`src/shared/sff_cfg.svh`:
```
// Constants of the synchronous FIFO and its driving end
// Function
// - Read bus driven only while output enable low
// - Load low plus write stores offset registers
// - Load low plus read presents offset registers
// - Strap levels select timing and flag mode
// - First device first_load low, later ones high
// - Write chain in fed from previous output
// - Read chain in fed from previous output
// - Standard mode: shared output is full flag
// - Fall-through mode: shared output is input ready
// - Standard mode: shared output is empty flag
// - Fall-through mode: output ready shows valid word
// - Almost-empty low within programmed offset
// - Almost-empty offset reset default per depth
// - Almost-full low within programmed offset; in fall-through mode it goes high again at DEPTH+1 words
// - Almost-full offset reset default per depth
// - Single device: half-full low above half
// - Expansion: pulse write chain on last write
// - Expansion: pulse read chain on last read
// - Reset clears pointers and sets flag levels
// - Writes ignored while full
// - Reads ignored while empty, output held
// - Fall-through first word shows after three edges
`ifndef SFF_CFG_SVH
`define SFF_CFG_SVH
`define SFF_DATA_W        18
`define SFF_OFF_W         12
`define SFF_DEPTH         256
`define SFF_OFF_DEF_256   12'h01f
`define SFF_OFF_DEF_512   12'h03f
`define SFF_OFF_DEF_BIG   12'h07f
`define SFF_FALL_EDGES    3
`define SFF_MODE_MAP      8'h0f
`define SFF_BUF_DEPTH     4
`endif

```
`src/shared/sff_pkg.sv`:
```
// Types shared by both ends of the FIFO link
package sff_pkg;
    typedef enum logic {SFF_SEL_EMPTY, SFF_SEL_FULL} sff_sel_e;
endpackage

```
`src/shared/sff_link_if.sv`:
```
// Pin-level link between the FIFO device and its driving logic
`timescale 1ns/1ps
`include "sff_cfg.svh"
interface sff_link_if;
    logic [`SFF_DATA_W-1:0] write_data;
    logic [`SFF_DATA_W-1:0] read_data;
    logic                   read_data_oe;
    logic                   write_en_n;
    logic                   read_en_n;
    logic                   offset_load_n;
    logic                   output_enable_n;
    logic                   first_load_n;
    logic                   write_chain_in_n;
    logic                   read_chain_in_n;
    logic                   reset_n;
    logic                   full_flag_n;
    logic                   empty_flag_n;
    logic                   almost_empty_flag_n;
    logic                   almost_full_flag_n;
    logic                   write_chain_out_n;
    logic                   read_chain_out_n;
    modport dev (
        input  write_data, write_en_n, read_en_n, offset_load_n,
               output_enable_n, first_load_n, write_chain_in_n,
               read_chain_in_n, reset_n,
        output read_data, read_data_oe, full_flag_n, empty_flag_n,
               almost_empty_flag_n, almost_full_flag_n,
               write_chain_out_n, read_chain_out_n
    );
    modport host (
        output write_data, write_en_n, read_en_n, offset_load_n,
               output_enable_n, first_load_n, write_chain_in_n,
               read_chain_in_n, reset_n,
        input  read_data, read_data_oe, full_flag_n, empty_flag_n,
               almost_empty_flag_n, almost_full_flag_n,
               write_chain_out_n, read_chain_out_n
    );
endinterface

```
`src/sff_device.sv`:
```
// FIFO device: memory, pointers, flags, offsets and chain pulses
`timescale 1ns/1ps
`include "sff_cfg.svh"
module sff_device
    import sff_pkg::*;
#(
    parameter int         DEPTH        = `SFF_DEPTH,
    parameter logic [7:0] MODE_MAP     = `SFF_MODE_MAP,
    parameter bit         DEPTH_EXPAND = 1'b0
) (
    input  wire logic mclk_i,
    input  wire logic rst_i,
    sff_link_if.dev   link,
    output logic      fall_through_mode_o
);
    localparam int AW = $clog2(DEPTH);
    localparam int CW = AW + 1;
    localparam int DW = `SFF_DATA_W;
    localparam int OW = `SFF_OFF_W;
    localparam logic [OW-1:0] OFF_DEF = (DEPTH == 256) ? `SFF_OFF_DEF_256 :
        (DEPTH == 512) ? `SFF_OFF_DEF_512 : `SFF_OFF_DEF_BIG;

    logic [DW-1:0] mem [DEPTH];
    logic [AW-1:0] wr_ptr_q;
    logic [AW-1:0] rd_ptr_q;
    logic [CW-1:0] cnt_q;
    logic [CW-1:0] cnt_d;
    logic [OW-1:0] ae_off_q;
    logic [OW-1:0] af_off_q;
    sff_sel_e      ld_sel_q;
    sff_sel_e      rd_sel_q;
    logic [DW-1:0] out_q;
    logic          out_vld_q;
    logic [1:0]    ready_pipe_q;
    logic          fall_through_mode_q;
    logic          strap_done_q;
    logic          wtok_q;
    logic          rtok_q;
    logic          full_n_q;
    logic          empty_n_q;
    logic          ae_n_q;
    logic          af_n_q;
    logic          wxo_n_q;
    logic          rxo_n_q;
    logic          oe_q;

    wire clr        = rst_i | ~link.reset_n;
    wire wr_req     = ~link.write_en_n;
    wire rd_req     = ~link.read_en_n;
    wire ld         = ~link.offset_load_n;
    wire [2:0] strap = {link.first_load_n, link.write_chain_in_n,
                        link.read_chain_in_n};
    wire mode_fall_through_mode  = MODE_MAP[strap];
    wire mem_full   = cnt_q == CW'(DEPTH);
    wire mem_empty  = cnt_q == '0;
    wire wtok_ok    = !DEPTH_EXPAND || wtok_q;
    wire rtok_ok    = !DEPTH_EXPAND || rtok_q;
    wire do_wr      = wr_req & ~ld & ~mem_full & wtok_ok;
    wire out_take   = fall_through_mode_q & out_vld_q & rd_req & ~ld;
    wire fall_load  = fall_through_mode_q & ready_pipe_q[1] & ~mem_empty &
                      (~out_vld_q | out_take);
    wire std_rd     = ~fall_through_mode_q & rd_req & ~ld & ~mem_empty & rtok_ok;
    wire do_pop     = std_rd | fall_load;
    wire last_wr    = do_wr & (wr_ptr_q == AW'(DEPTH - 1));
    wire last_rd    = do_pop & (rd_ptr_q == AW'(DEPTH - 1));
    wire out_vld_d  = fall_load | (out_vld_q & ~out_take);
    wire [CW-1:0] total = cnt_d + CW'(fall_through_mode_q ? out_vld_d : 1'b0);
    wire [CW-1:0] space = CW'(DEPTH) - total;
    wire [OW-1:0] off_rd = (rd_sel_q == SFF_SEL_EMPTY) ? ae_off_q : af_off_q;
    // Offsets and totals compared at a width that holds both
    localparam int XW = OW + CW;
    wire [XW-1:0] tot_x = XW'(total);
    wire [XW-1:0] spc_x = XW'(space);
    wire [XW-1:0] ae_x  = XW'(ae_off_q);
    wire [XW-1:0] af_x  = XW'(af_off_q);

    always_comb
    begin
        cnt_d = cnt_q;
        if (do_wr && !do_pop)
        begin
            cnt_d = cnt_q + CW'(1);
        end
        else if (!do_wr && do_pop)
        begin
            cnt_d = cnt_q - CW'(1);
        end
    end

    always_ff @(posedge mclk_i)
    begin
        if (do_wr)
        begin
            mem[wr_ptr_q] <= link.write_data;
        end
    end

    // Strap capture after reset release
    always_ff @(posedge mclk_i)
    begin
        if (clr)
        begin
            strap_done_q <= 1'b0;
            fall_through_mode_q       <= 1'b0;
        end
        else if (!strap_done_q)
        begin
            strap_done_q <= 1'b1;
            fall_through_mode_q       <= mode_fall_through_mode;
        end
    end

    // Pointers and count
    always_ff @(posedge mclk_i)
    begin
        if (clr)
        begin
            wr_ptr_q <= '0;
            rd_ptr_q <= '0;
            cnt_q    <= '0;
        end
        else
        begin
            cnt_q <= cnt_d;
            if (do_wr)
            begin
                wr_ptr_q <= (wr_ptr_q == AW'(DEPTH - 1)) ? '0
                                                         : wr_ptr_q + AW'(1);
            end
            if (do_pop)
            begin
                rd_ptr_q <= (rd_ptr_q == AW'(DEPTH - 1)) ? '0
                                                         : rd_ptr_q + AW'(1);
            end
        end
    end

    // Offset registers, loaded alternately empty then full
    always_ff @(posedge mclk_i)
    begin
        if (clr)
        begin
            ae_off_q <= OFF_DEF;
            af_off_q <= OFF_DEF;
            ld_sel_q <= SFF_SEL_EMPTY;
        end
        else if (ld && wr_req)
        begin
            unique case (ld_sel_q)
                SFF_SEL_EMPTY: ae_off_q <= link.write_data[OW-1:0];
                SFF_SEL_FULL:  af_off_q <= link.write_data[OW-1:0];
            endcase
            ld_sel_q <= (ld_sel_q == SFF_SEL_EMPTY) ? SFF_SEL_FULL
                                                    : SFF_SEL_EMPTY;
        end
    end

    // Output register
    always_ff @(posedge mclk_i)
    begin
        if (clr)
        begin
            out_q     <= '0;
            out_vld_q <= 1'b0;
            rd_sel_q  <= SFF_SEL_EMPTY;
        end
        else
        begin
            out_vld_q <= out_vld_d;
            if (ld && rd_req)
            begin
                out_q    <= {{(DW-OW){1'b0}}, off_rd};
                rd_sel_q <= (rd_sel_q == SFF_SEL_EMPTY) ? SFF_SEL_FULL
                                                        : SFF_SEL_EMPTY;
            end
            else if (do_pop)
            begin
                out_q <= mem[rd_ptr_q];
            end
        end
    end

    // Fall-through readiness delay
    always_ff @(posedge mclk_i)
    begin
        if (clr)
        begin
            ready_pipe_q <= '0;
        end
        else
        begin
            ready_pipe_q <= {ready_pipe_q[0], ~mem_empty};
        end
    end

    // Expansion tokens
    always_ff @(posedge mclk_i)
    begin
        if (clr)
        begin
            wtok_q <= 1'b0;
            rtok_q <= 1'b0;
        end
        else if (!strap_done_q)
        begin
            wtok_q <= ~link.first_load_n;
            rtok_q <= ~link.first_load_n;
        end
        else
        begin
            if (last_wr)
            begin
                wtok_q <= 1'b0;
            end
            else if (!link.write_chain_in_n)
            begin
                wtok_q <= 1'b1;
            end
            if (last_rd)
            begin
                rtok_q <= 1'b0;
            end
            else if (!link.read_chain_in_n)
            begin
                rtok_q <= 1'b1;
            end
        end
    end

    // Registered flags
    always_ff @(posedge mclk_i)
    begin
        if (clr)
        begin
            full_n_q  <= 1'b1;
            empty_n_q <= 1'b0;
            ae_n_q    <= 1'b0;
            af_n_q    <= 1'b1;
            wxo_n_q   <= 1'b1;
            rxo_n_q   <= 1'b1;
            oe_q      <= 1'b0;
        end
        else
        begin
            full_n_q  <= cnt_d != CW'(DEPTH);
            empty_n_q <= fall_through_mode_q ? out_vld_d : (cnt_d != '0);
            ae_n_q    <= tot_x > ae_x;
            af_n_q    <= spc_x > af_x;
            wxo_n_q   <= DEPTH_EXPAND ? ~last_wr
                                      : (total <= CW'(DEPTH / 2));
            rxo_n_q   <= ~(DEPTH_EXPAND & last_rd);
            oe_q      <= ~link.output_enable_n;
        end
    end

    assign link.read_data           = out_q;
    assign link.read_data_oe        = oe_q;
    assign link.full_flag_n         = full_n_q;
    assign link.empty_flag_n        = empty_n_q;
    assign link.almost_empty_flag_n = ae_n_q;
    assign link.almost_full_flag_n  = af_n_q;
    assign link.write_chain_out_n   = wxo_n_q;
    assign link.read_chain_out_n    = rxo_n_q;
    assign fall_through_mode_o      = fall_through_mode_q;
endmodule

```
`src/flat_wrapper.sv`:
```
// flat-port wrapper written by rule: the top's interface ports become plain ports
module sff_device_flat import sff_pkg::*;
#(
    parameter int         DEPTH        = `SFF_DEPTH,
    parameter logic [7:0] MODE_MAP     = `SFF_MODE_MAP,
    parameter bit         DEPTH_EXPAND = 1'b0
)
  (mclk_i, rst_i, fall_through_mode_o, link_write_data, link_write_en_n, link_read_en_n, link_offset_load_n, link_output_enable_n, link_first_load_n, link_write_chain_in_n, link_read_chain_in_n, link_reset_n, link_read_data, link_read_data_oe, link_full_flag_n, link_empty_flag_n, link_almost_empty_flag_n, link_almost_full_flag_n, link_write_chain_out_n, link_read_chain_out_n);
  sff_link_if link_i ();
  input  wire logic mclk_i;
  input  wire logic rst_i;
  output logic fall_through_mode_o;
  input wire logic [$bits(link_i.write_data)-1:0] link_write_data;
  input wire logic [$bits(link_i.write_en_n)-1:0] link_write_en_n;
  input wire logic [$bits(link_i.read_en_n)-1:0] link_read_en_n;
  input wire logic [$bits(link_i.offset_load_n)-1:0] link_offset_load_n;
  input wire logic [$bits(link_i.output_enable_n)-1:0] link_output_enable_n;
  input wire logic [$bits(link_i.first_load_n)-1:0] link_first_load_n;
  input wire logic [$bits(link_i.write_chain_in_n)-1:0] link_write_chain_in_n;
  input wire logic [$bits(link_i.read_chain_in_n)-1:0] link_read_chain_in_n;
  input wire logic [$bits(link_i.reset_n)-1:0] link_reset_n;
  output wire logic [$bits(link_i.read_data)-1:0] link_read_data;
  output wire logic [$bits(link_i.read_data_oe)-1:0] link_read_data_oe;
  output wire logic [$bits(link_i.full_flag_n)-1:0] link_full_flag_n;
  output wire logic [$bits(link_i.empty_flag_n)-1:0] link_empty_flag_n;
  output wire logic [$bits(link_i.almost_empty_flag_n)-1:0] link_almost_empty_flag_n;
  output wire logic [$bits(link_i.almost_full_flag_n)-1:0] link_almost_full_flag_n;
  output wire logic [$bits(link_i.write_chain_out_n)-1:0] link_write_chain_out_n;
  output wire logic [$bits(link_i.read_chain_out_n)-1:0] link_read_chain_out_n;
  assign link_i.write_data = link_write_data;
  assign link_i.write_en_n = link_write_en_n;
  assign link_i.read_en_n = link_read_en_n;
  assign link_i.offset_load_n = link_offset_load_n;
  assign link_i.output_enable_n = link_output_enable_n;
  assign link_i.first_load_n = link_first_load_n;
  assign link_i.write_chain_in_n = link_write_chain_in_n;
  assign link_i.read_chain_in_n = link_read_chain_in_n;
  assign link_i.reset_n = link_reset_n;
  assign link_read_data = link_i.read_data;
  assign link_read_data_oe = link_i.read_data_oe;
  assign link_full_flag_n = link_i.full_flag_n;
  assign link_empty_flag_n = link_i.empty_flag_n;
  assign link_almost_empty_flag_n = link_i.almost_empty_flag_n;
  assign link_almost_full_flag_n = link_i.almost_full_flag_n;
  assign link_write_chain_out_n = link_i.write_chain_out_n;
  assign link_read_chain_out_n = link_i.read_chain_out_n;
  sff_device #(.DEPTH(DEPTH), .MODE_MAP(MODE_MAP), .DEPTH_EXPAND(DEPTH_EXPAND)) u_core (.mclk_i(mclk_i), .rst_i(rst_i), .link(link_i), .fall_through_mode_o(fall_through_mode_o));
endmodule
```
`config.mk`:
```
export PLATFORM = sky130hd
export DESIGN_NAME = sff_device_flat
export DESIGN_NICKNAME = d
export VERILOG_FILES = /design/src/shared/sff_pkg.sv /design/src/shared/sff_link_if.sv /design/src/sff_device.sv /design/src/flat_wrapper.sv
export VERILOG_INCLUDE_DIRS = /design/src /design/src/shared
export SDC_FILE = /design/constraint.sdc
export NUM_CORES = 2
export LEC_CHECK = 0
export ABC_CLOCK_PERIOD_IN_PS = 4620
export BUFFER_PORTS_ARGS = -buffer_cell sky130_fd_sc_hd__buf_2
export CAP_MARGIN = 5
export CORE_MARGIN = 2
export CORE_UTILIZATION = 45
export CTS_CLUSTER_SIZE = 16
export DETAILED_ROUTE_END_ITERATION = 10
export MAX_ROUTING_LAYER = met4
export PLACE_DENSITY_LB_ADDON = 0.08
export SYNTH_ARGS = -nofsm -noshare
export SYNTH_HDL_FRONTEND = slang
export SYNTH_MEMORY_MAX_BITS = 65536
export SYNTH_SLANG_ARGS = --single-unit
export TNS_END_PERCENT = 1
```
`constraint.sdc`:
```
create_clock -name mclk_i -period 4.62 [get_ports mclk_i]
set_input_delay 0 -clock mclk_i [delete_from_list [all_inputs] [get_ports mclk_i]]
set_output_delay 0 -clock mclk_i [all_outputs]
set_load 0.02 [all_outputs]
```
### Word level (Yosys, flattened, before mapping)

Memory sizes are Yosys's and may differ from the RTL's. A register that Yosys moved wholly into a read port is not among the register bits.
Cells that the tools add are included.

* add/sub/neg operators: 6
* magnitude comparators: 3
* equality and inequality tests: 4
* multiplexer cells: 16
* bitwise gates (word level): 27
* reductions and logical operators: 13

Operators by type and width (number)
* $mux W12: 3
* $mux W8: 4
* $gt A9 B12 Y1: 2
* $mux W9: 2
* $add A8 B1 Y8 const B: 2
* $eq A8 B8 Y1 const B: 2
* $and A1 B1 Y1: 12
* $not A1 Y1: 11
* $add A9 B1 Y9 const B: 1
* $add A9 B9 Y9: 1
* $eq A9 B9 Y1 const B: 1
* $le A9 B8 Y1 const B: 1
* $logic_not A9 Y1: 1
* $ne A9 B9 Y1 const B: 1
* $reduce_bool A9 Y1: 1
* $sub A9 B1 Y9 const B: 1
* $sub A9 B9 Y9 const A: 1
* $mux W1: 7
* $logic_and A1 B1 Y1: 4
* $or A1 B1 Y1: 4
* $reduce_and A2 Y1: 2
* $logic_not A1 Y1: 3
* $reduce_bool A2 Y1: 1
* $reduce_or A2 Y1: 1

* flip-flop bits (word level): 79
* RAM bits: 4608
* memory bits (read-only): 8
* logic and storage cells: 89
* memories: 2

Memory list
* u_core.mem: depth 256, bits a word 18, read ports 1, clocked after memory_dff 1, write ports 1, RTL line sff_device.sv:23 `logic [DW-1:0] mem [DEPTH];`
* (name not given): depth 8, bits a word 1, read ports 1, clocked after memory_dff 1, write ports 0, RTL line sff_device.sv:53 `wire mode_fall_through_mode = MODE_MAP[strap];`

### Longest topological paths before layout

* depth in word-level cells: 12
* mapped depth: 23
* depth with buffers taken out: 22

### Least setup slack after synthesis

OpenSTA, ideal clock, no wires.

* path kind: flip-flop to flip-flop
* start point: register u_core.cnt_q[0]
* end point: register u_core.ae_n_q, in the netlist u_core.link.almost_empty_flag_n
* data arrival time: 3.881 ns
* data required time: 4.501 ns
* slack: 0.620 ns
* cell stages (with the launch flop): 22
* clock period less this slack: 4.000 ns
* path through: dfxtp_1 inv_1 ha_1 nor2b_1 and4b_1 buf_2 nor3_1 nor2_1 xnor2_1 ha_1 ha_1 xor2_1 ha_1 o21a_1 o21a_1 o21a_1 o21a_1 o21a_1 o21ai_0 nand2b_1 a21oi_1 nor3_1

* longest elaborated chain between the ends: 10

RTL lines
* from (decl): RTL line sff_device.sv:26 `logic [CW-1:0] cnt_q;`
* from (signal assigned): RTL line sff_device.sv:124 `cnt_q <= cnt_d;`
* $logic_not A9 Y1: RTL line sff_device.sv:55 `wire mem_empty = cnt_q == '0;`
* $not A1 Y1: RTL line sff_device.sv:60, sff_device.sv:62
* $and A1 B1 Y1 (2 in series): RTL line sff_device.sv:60 `wire fall_load = fall_through_mode_q & ready_pipe_q[1] & ~mem_empty &`
* $or A1 B1 Y1: RTL line sff_device.sv:63 `wire do_pop = std_rd | fall_load;`
* $logic_and A1 B1 Y1 / $logic_not A1 Y1 (equally long branches): RTL line sff_device.sv:84, sff_device.sv:80
* $mux W9 / $logic_and A1 B1 Y1 (equally long branches): RTL line sff_device.sv:84, sff_device.sv:80
* $mux W9 (*): RTL line sff_device.sv:80 `if (do_wr && !do_pop)`
* net u_core.cnt_d[0]: RTL line sff_device.sv:27 `logic [CW-1:0] cnt_d;`
* $add A9 B9 Y9 (*): RTL line sff_device.sv:67 `wire [CW-1:0] total = cnt_d + CW'(fall_through_mode_q ? out_vld_d : 1'b0);`
* $gt A9 B12 Y1 (*): RTL line sff_device.sv:247 `ae_n_q <= tot_x > ae_x;`
* to (signal assigned): RTL line sff_device.sv:247
* to (decl): RTL line sff_device.sv:41 `logic ae_n_q;`

The timed path passes the listed nets; every way through them passes the cells marked *.
A chain may end at the register's enable or synchronous reset.

### Final worst setup path

* start point: input link_read_en_n
* end point: register u_core.af_n_q, in the netlist u_core.link.almost_full_flag_n

* longest elaborated chain between the ends: 12

RTL lines
* from (decl): RTL line flat_wrapper.sv:15 `input wire logic [$bits(link_i.read_en_n)-1:0] link_read_en_n;`
* $not A1 Y1 (*): RTL line sff_device.sv:49 `wire rd_req = ~link.read_en_n;`
* $and A1 B1 Y1 (2 in series): RTL line sff_device.sv:59 `wire out_take = fall_through_mode_q & out_vld_q & rd_req & ~ld;`
* $or A1 B1 Y1: RTL line sff_device.sv:61 `(~out_vld_q | out_take);`
* $and A1 B1 Y1: RTL line sff_device.sv:60
* $or A1 B1 Y1 (*): RTL line sff_device.sv:63
* $logic_and A1 B1 Y1 / $logic_not A1 Y1 (equally long branches): RTL line sff_device.sv:84, sff_device.sv:80
* $mux W9 / $logic_and A1 B1 Y1 (equally long branches): RTL line sff_device.sv:84, sff_device.sv:80
* $mux W9 (*): RTL line sff_device.sv:80
* net u_core.cnt_d[0]: RTL line sff_device.sv:27
* $add A9 B9 Y9 (*): RTL line sff_device.sv:67
* $sub A9 B9 Y9 (*): RTL line sff_device.sv:68 `wire [CW-1:0] space = CW'(DEPTH) - total;`
* $gt A9 B12 Y1 (*): RTL line sff_device.sv:248 `af_n_q <= spc_x > af_x;`
* to (signal assigned): RTL line sff_device.sv:248
* to (decl): RTL line sff_device.sv:42 `logic af_n_q;`

Marked as above.

==> metrics.md <==
| Metric | Value |
|---|---|
| Root buf cell | clkbuf_16 |
| Number of buffers created by CTS | 518 |
| Die width | 636.5 um |
| Hold Vio Cnt, Final | 0 |
| Run status | finished clean |
| Number of fillers in the final layout | 30810 |
| Clock slew at reported path FFs | 0.06 ns |
| Clock sinks | 4696 |
| Number of synthesized register bits | 4696 |
| Sequential fraction of the synthesis area | 0.7785 |
| Net count after synthesis | 7441 |
| Post-route DRC | 0 |
| Mean number of vias per cell | 6.053 |
| Share of layout cells above drive strength 1 | 0.3577 |
| Power Density | 424.7 nW/um2 |
| Cell mode on critical path | o21ai_0 |
| Adder-cell share of the synthesized area | 0.002016 |
| DR pass1 iterations | 6 |
| Total Routing Usage GR | 0.2432 |
| Post-Syn Area per Cell | 24.38 um2 |
| Simple-Gate Fraction of Synth Area | 0.01225 |
| FP Rows | 232 |
| Synth unique cells | 51 |
| Setup violations, final | 0 |
| Core ar. | 398800 um2 |
| Worst-Skew Late Latency | 1.05 ns |
| # Post-CTS Setup Buffers | 0 |
| Final core occ | 0.5208 |
| Pins Over Slew Limit | 0 |
| First-pass GRT wire length | 671.2 mm |
| Hold Path Class | primary input to flop |
| CTS max path bufs | 4 |
| IO buf count | 50 |
| Fmax | 0.2329 GHz |
| H-tree depth | 6 |
| WL/cell | 34.90 um |
| Worst Path Arrival | 5.18 ns |
| Worst setup path class | primary input to flop |
| Gr ovfl total | 0 |
| Post-DRT Antenna Nets | 0 |
| Final wirelength | 480.7 mm |
| Post-Syn Area | 180000 um2 |
| Vias in the first global route | 84720 |
| Mux share of post-synthesis cell area | 0.1921 |
| Post-synth EDFFs | 4608 |
| Area of the multi-input gates | 38940 um2 |
| Crit path buffers/inverters | 5 |
| CTS tree | built |
| Dpl hpwl | 270.0 mm |
| Max_slew headroom | 0.1650 |
| Fin Hold WS | 0.07663 ns |
| Final layout net count | 8151 |
| Ys flop type | edfxtp_1 |
| CP peak stage delay | 0.59 ns |
| Cells after synthesis | 7384 |
| GPL Wtd Cong | 0.8600 |
| Slew @ Worst Pin | 1.249 ns |
| Ys Warns | 0 |
| Register area | 140200 um2 |
| Crit-path cells | dlygate4sd3_1 > buf_2 > dlygate4sd3_1 > nor2b_1 > dlygate4sd3_1 > o21ai_0 > nor3_2 > nor2_1 > xnor2_2 > ha_1 > ha_2 > inv_1 > ha_1 > ha_1 > nor2b_1 > o21a_1 > o21ai_0 > nand2b_1 > a21oi_1 > nor2b_1 > o21ai_0 > nand2b_1 > a21oi_1 > o21ai_0 |
| Crit end category | flop |
| Initial core utilization | 0.4513 |
| Via count | 83380 |
| Largest net degree at the start of global routing | 189 |
| Peak supply drop | 340.5 uV |
| Async SR Flop Fraction | 0 |
| Unrepaired setup endpoints after global routing | false |
| Clk_skew | 0.04813 ns |
| Tot Pwr | 88220 uW |
| Min Tclk post-route | 4.293 ns |
| Xor/xnor share of the synthesized area | 0.001599 |
| Die extent in y | 636.5 um |
| Crit share post-route | 0.9293 |
| Initial DRC Count | 10070 |
| Die area | 405100 um2 |
| Initial antenna violation count | 38 |
| CP required | 5.51 ns |
| IO Count | 54 |
| Setup_tns | 0 ns |
| Maximum fanout along the worst path | 4 |
| Startpoint Class | primary input |
| Max cap viols | 0 |
| Family with the most delay on the worst path | buffers and inverters |
| Leak Pwr | 0.06216 uW |
| CP max stage cell | dlygate4sd3_1 |
| Compound-Gate Fraction of Synth Area | 0.003691 |
| Area growth from synthesis to layout | 15.39% |
| Largest family of logic cells by synthesized area | multiplexers |
==> what timing repair did <==
action	in CTS	in global routing
hold endpoints to repair	3869	0
hold buffers	49	0
endpoints found under the setup margin	0	2
resized for setup	0	11
==> placed cells by master (no fill, tap or decap), types with 13 or more instances in the layout <==
cell	netlist	final
a21oi_1	50	49
buf_12	0	95
buf_2	118	32
buf_4	1	400
buf_8	0	17
bufinv_16	0	23
clkbuf_1	237	134
clkbuf_16	0	530
clkinv_1	0	116
clkinv_2	0	61
dfxtp_1	88	80
diode_2	0	21
dlygate4sd3_1	0	44
edfxtp_1	4608	4608
ha_1	29	28
inv_1	29	29
inv_6	0	16
mux2_2	18	18
mux2i_1	32	32
mux4_2	1512	1512
nand2_1	97	97
nand3_1	42	26
nand3_2	0	16
nor2_1	314	58
nor2_2	0	250
nor2b_1	14	14
nor3_1	16	13
o21ai_0	18	18
xnor2_1	16	13
xor2_1	15	14
==> synthesized netlist by cell type (all sizes together) (15+ instances only) <==
library cell | number | area (um2)
edfxtp | 4608 | 138400
mux4 | 1512 | 34050
nor2 | 314 | 1179
clkbuf | 237 | 889.6
buf | 164 | 774.5
nand2 | 97 | 364.1
dfxtp | 88 | 1762
a21oi | 50 | 250.2
nand3 | 42 | 210.2
mux2i | 32 | 320.3
ha | 29 | 362.9
inv | 29 | 108.9
o21ai | 19 | 95.09
mux2 | 18 | 202.7
nor3 | 17 | 90.09
xnor2 | 17 | 156.4
xor2 | 15 | 131.4
==> per-layer routing <==
layer	vias to the layer above	track usage	wire, um
met5	-	-	0
met4	0	0.05466	11100
met3	555	0.03046	28120
met2	2918	0.3810	234700
met1	46540	0.3465	206800
li1	33360	-	-
==> power by group <==
part | leakage, uW | switching [uW] | internal [uW]
sequential | 0.0421 | 22.7 | 46800
clock | 0.00780 | 16700 | 22500
combinational | 0.0122 | 1440 | 752
==> path summary, 6_finish.rpt <==
check / start / endpoint / slack [ns] / depth (start not counted)
setup / recovery: link_read_en_n / u_core.link.almost_full_flag_n$_SDFF_PN1_ / 0.33 / 24
hold / removal: link_write_data[9] / u_core.mem[40][9]$_DFFE_PP_ / 0.08 / 2
setup reg to reg: u_core.cnt_q[1]$_SDFF_PN0_ / u_core.link.almost_full_flag_n$_SDFF_PN1_ / 0.34 / 23
hold reg to reg: u_core.ready_pipe_q[0]$_SDFF_PN0_ / u_core.ready_pipe_q[1]$_SDFF_PN0_ / 0.43 / 1
==> cell families (layout without fill, tap and decap cells) <==
kind of cell | Yosys count | after routing
compound gates | 109 | 109
xor+xnor | 32 | 32
fa+ha+maj | 29 | 29
buf+inv | 430 | 1534
flops | 4696 | 4696
mux | 1562 | 1562
other cells | 1 | 22
simple gates | 525 | 525
==> layout make-up <==
class	instances	area share
inverters	29	0.0005241
flip-flops and latches	4696	0.6748
multi-input cells	2258	0.1875
diodes	21	0.0002530
clock inverters	247	0.01066
clock buffers	667	0.06648
repair buffers	591	0.02807
well taps	5265	0.03172
==> metrics by stage <==
| stage | area (um2) | worst slack [ns] | std cells |
|---|---|---|---|
| detailed placement | 191000 | 0.2629 | 12790 |
| floorplan | 180000 | 0.6195 | 7384 |
| global placement | 191000 | 0.1146 | 12790 |
| CTS | 207600 | 0.2235 | 13750 |
| finish | 207700 | 0.3267 | 13770 |
| global route | 207700 | 0.06508 | 13760 |
==> registers in the layout, indices dropped and copies added, names as in the netlist, 2 cells and up, named ones only <==
name / cells
u_core.link.read_data: 18
u_core.af_off_q: 12
u_core.cnt_q: 9
u_core.wr_ptr_q: 8
u_core.ae_off_q: 12
u_core.ready_pipe_q: 2
u_core.rd_ptr_q: 8
u_core.mem: 4608
==> worst register-to-register path: stages, from the launching register on <==
cell	delay (ns)
dfxtp_2	0.37
inv_1	0.09
ha_1	0.19
nor2b_1	0.15
buf_4	0.18
a41o_1	0.26
a21oi_2	0.18
nor2_1	0.10
xnor2_2	0.16
ha_1	0.24
ha_2	0.35
inv_1	0.05
ha_1	0.27
ha_1	0.28
nor2b_1	0.14
o21a_1	0.17
o21ai_0	0.17
nand2b_1	0.09
a21oi_1	0.19
nor2b_1	0.07
o21ai_0	0.14
nand2b_1	0.07
a21oi_1	0.15
o21ai_0	0.10
(Power assumes the default switching activity.)
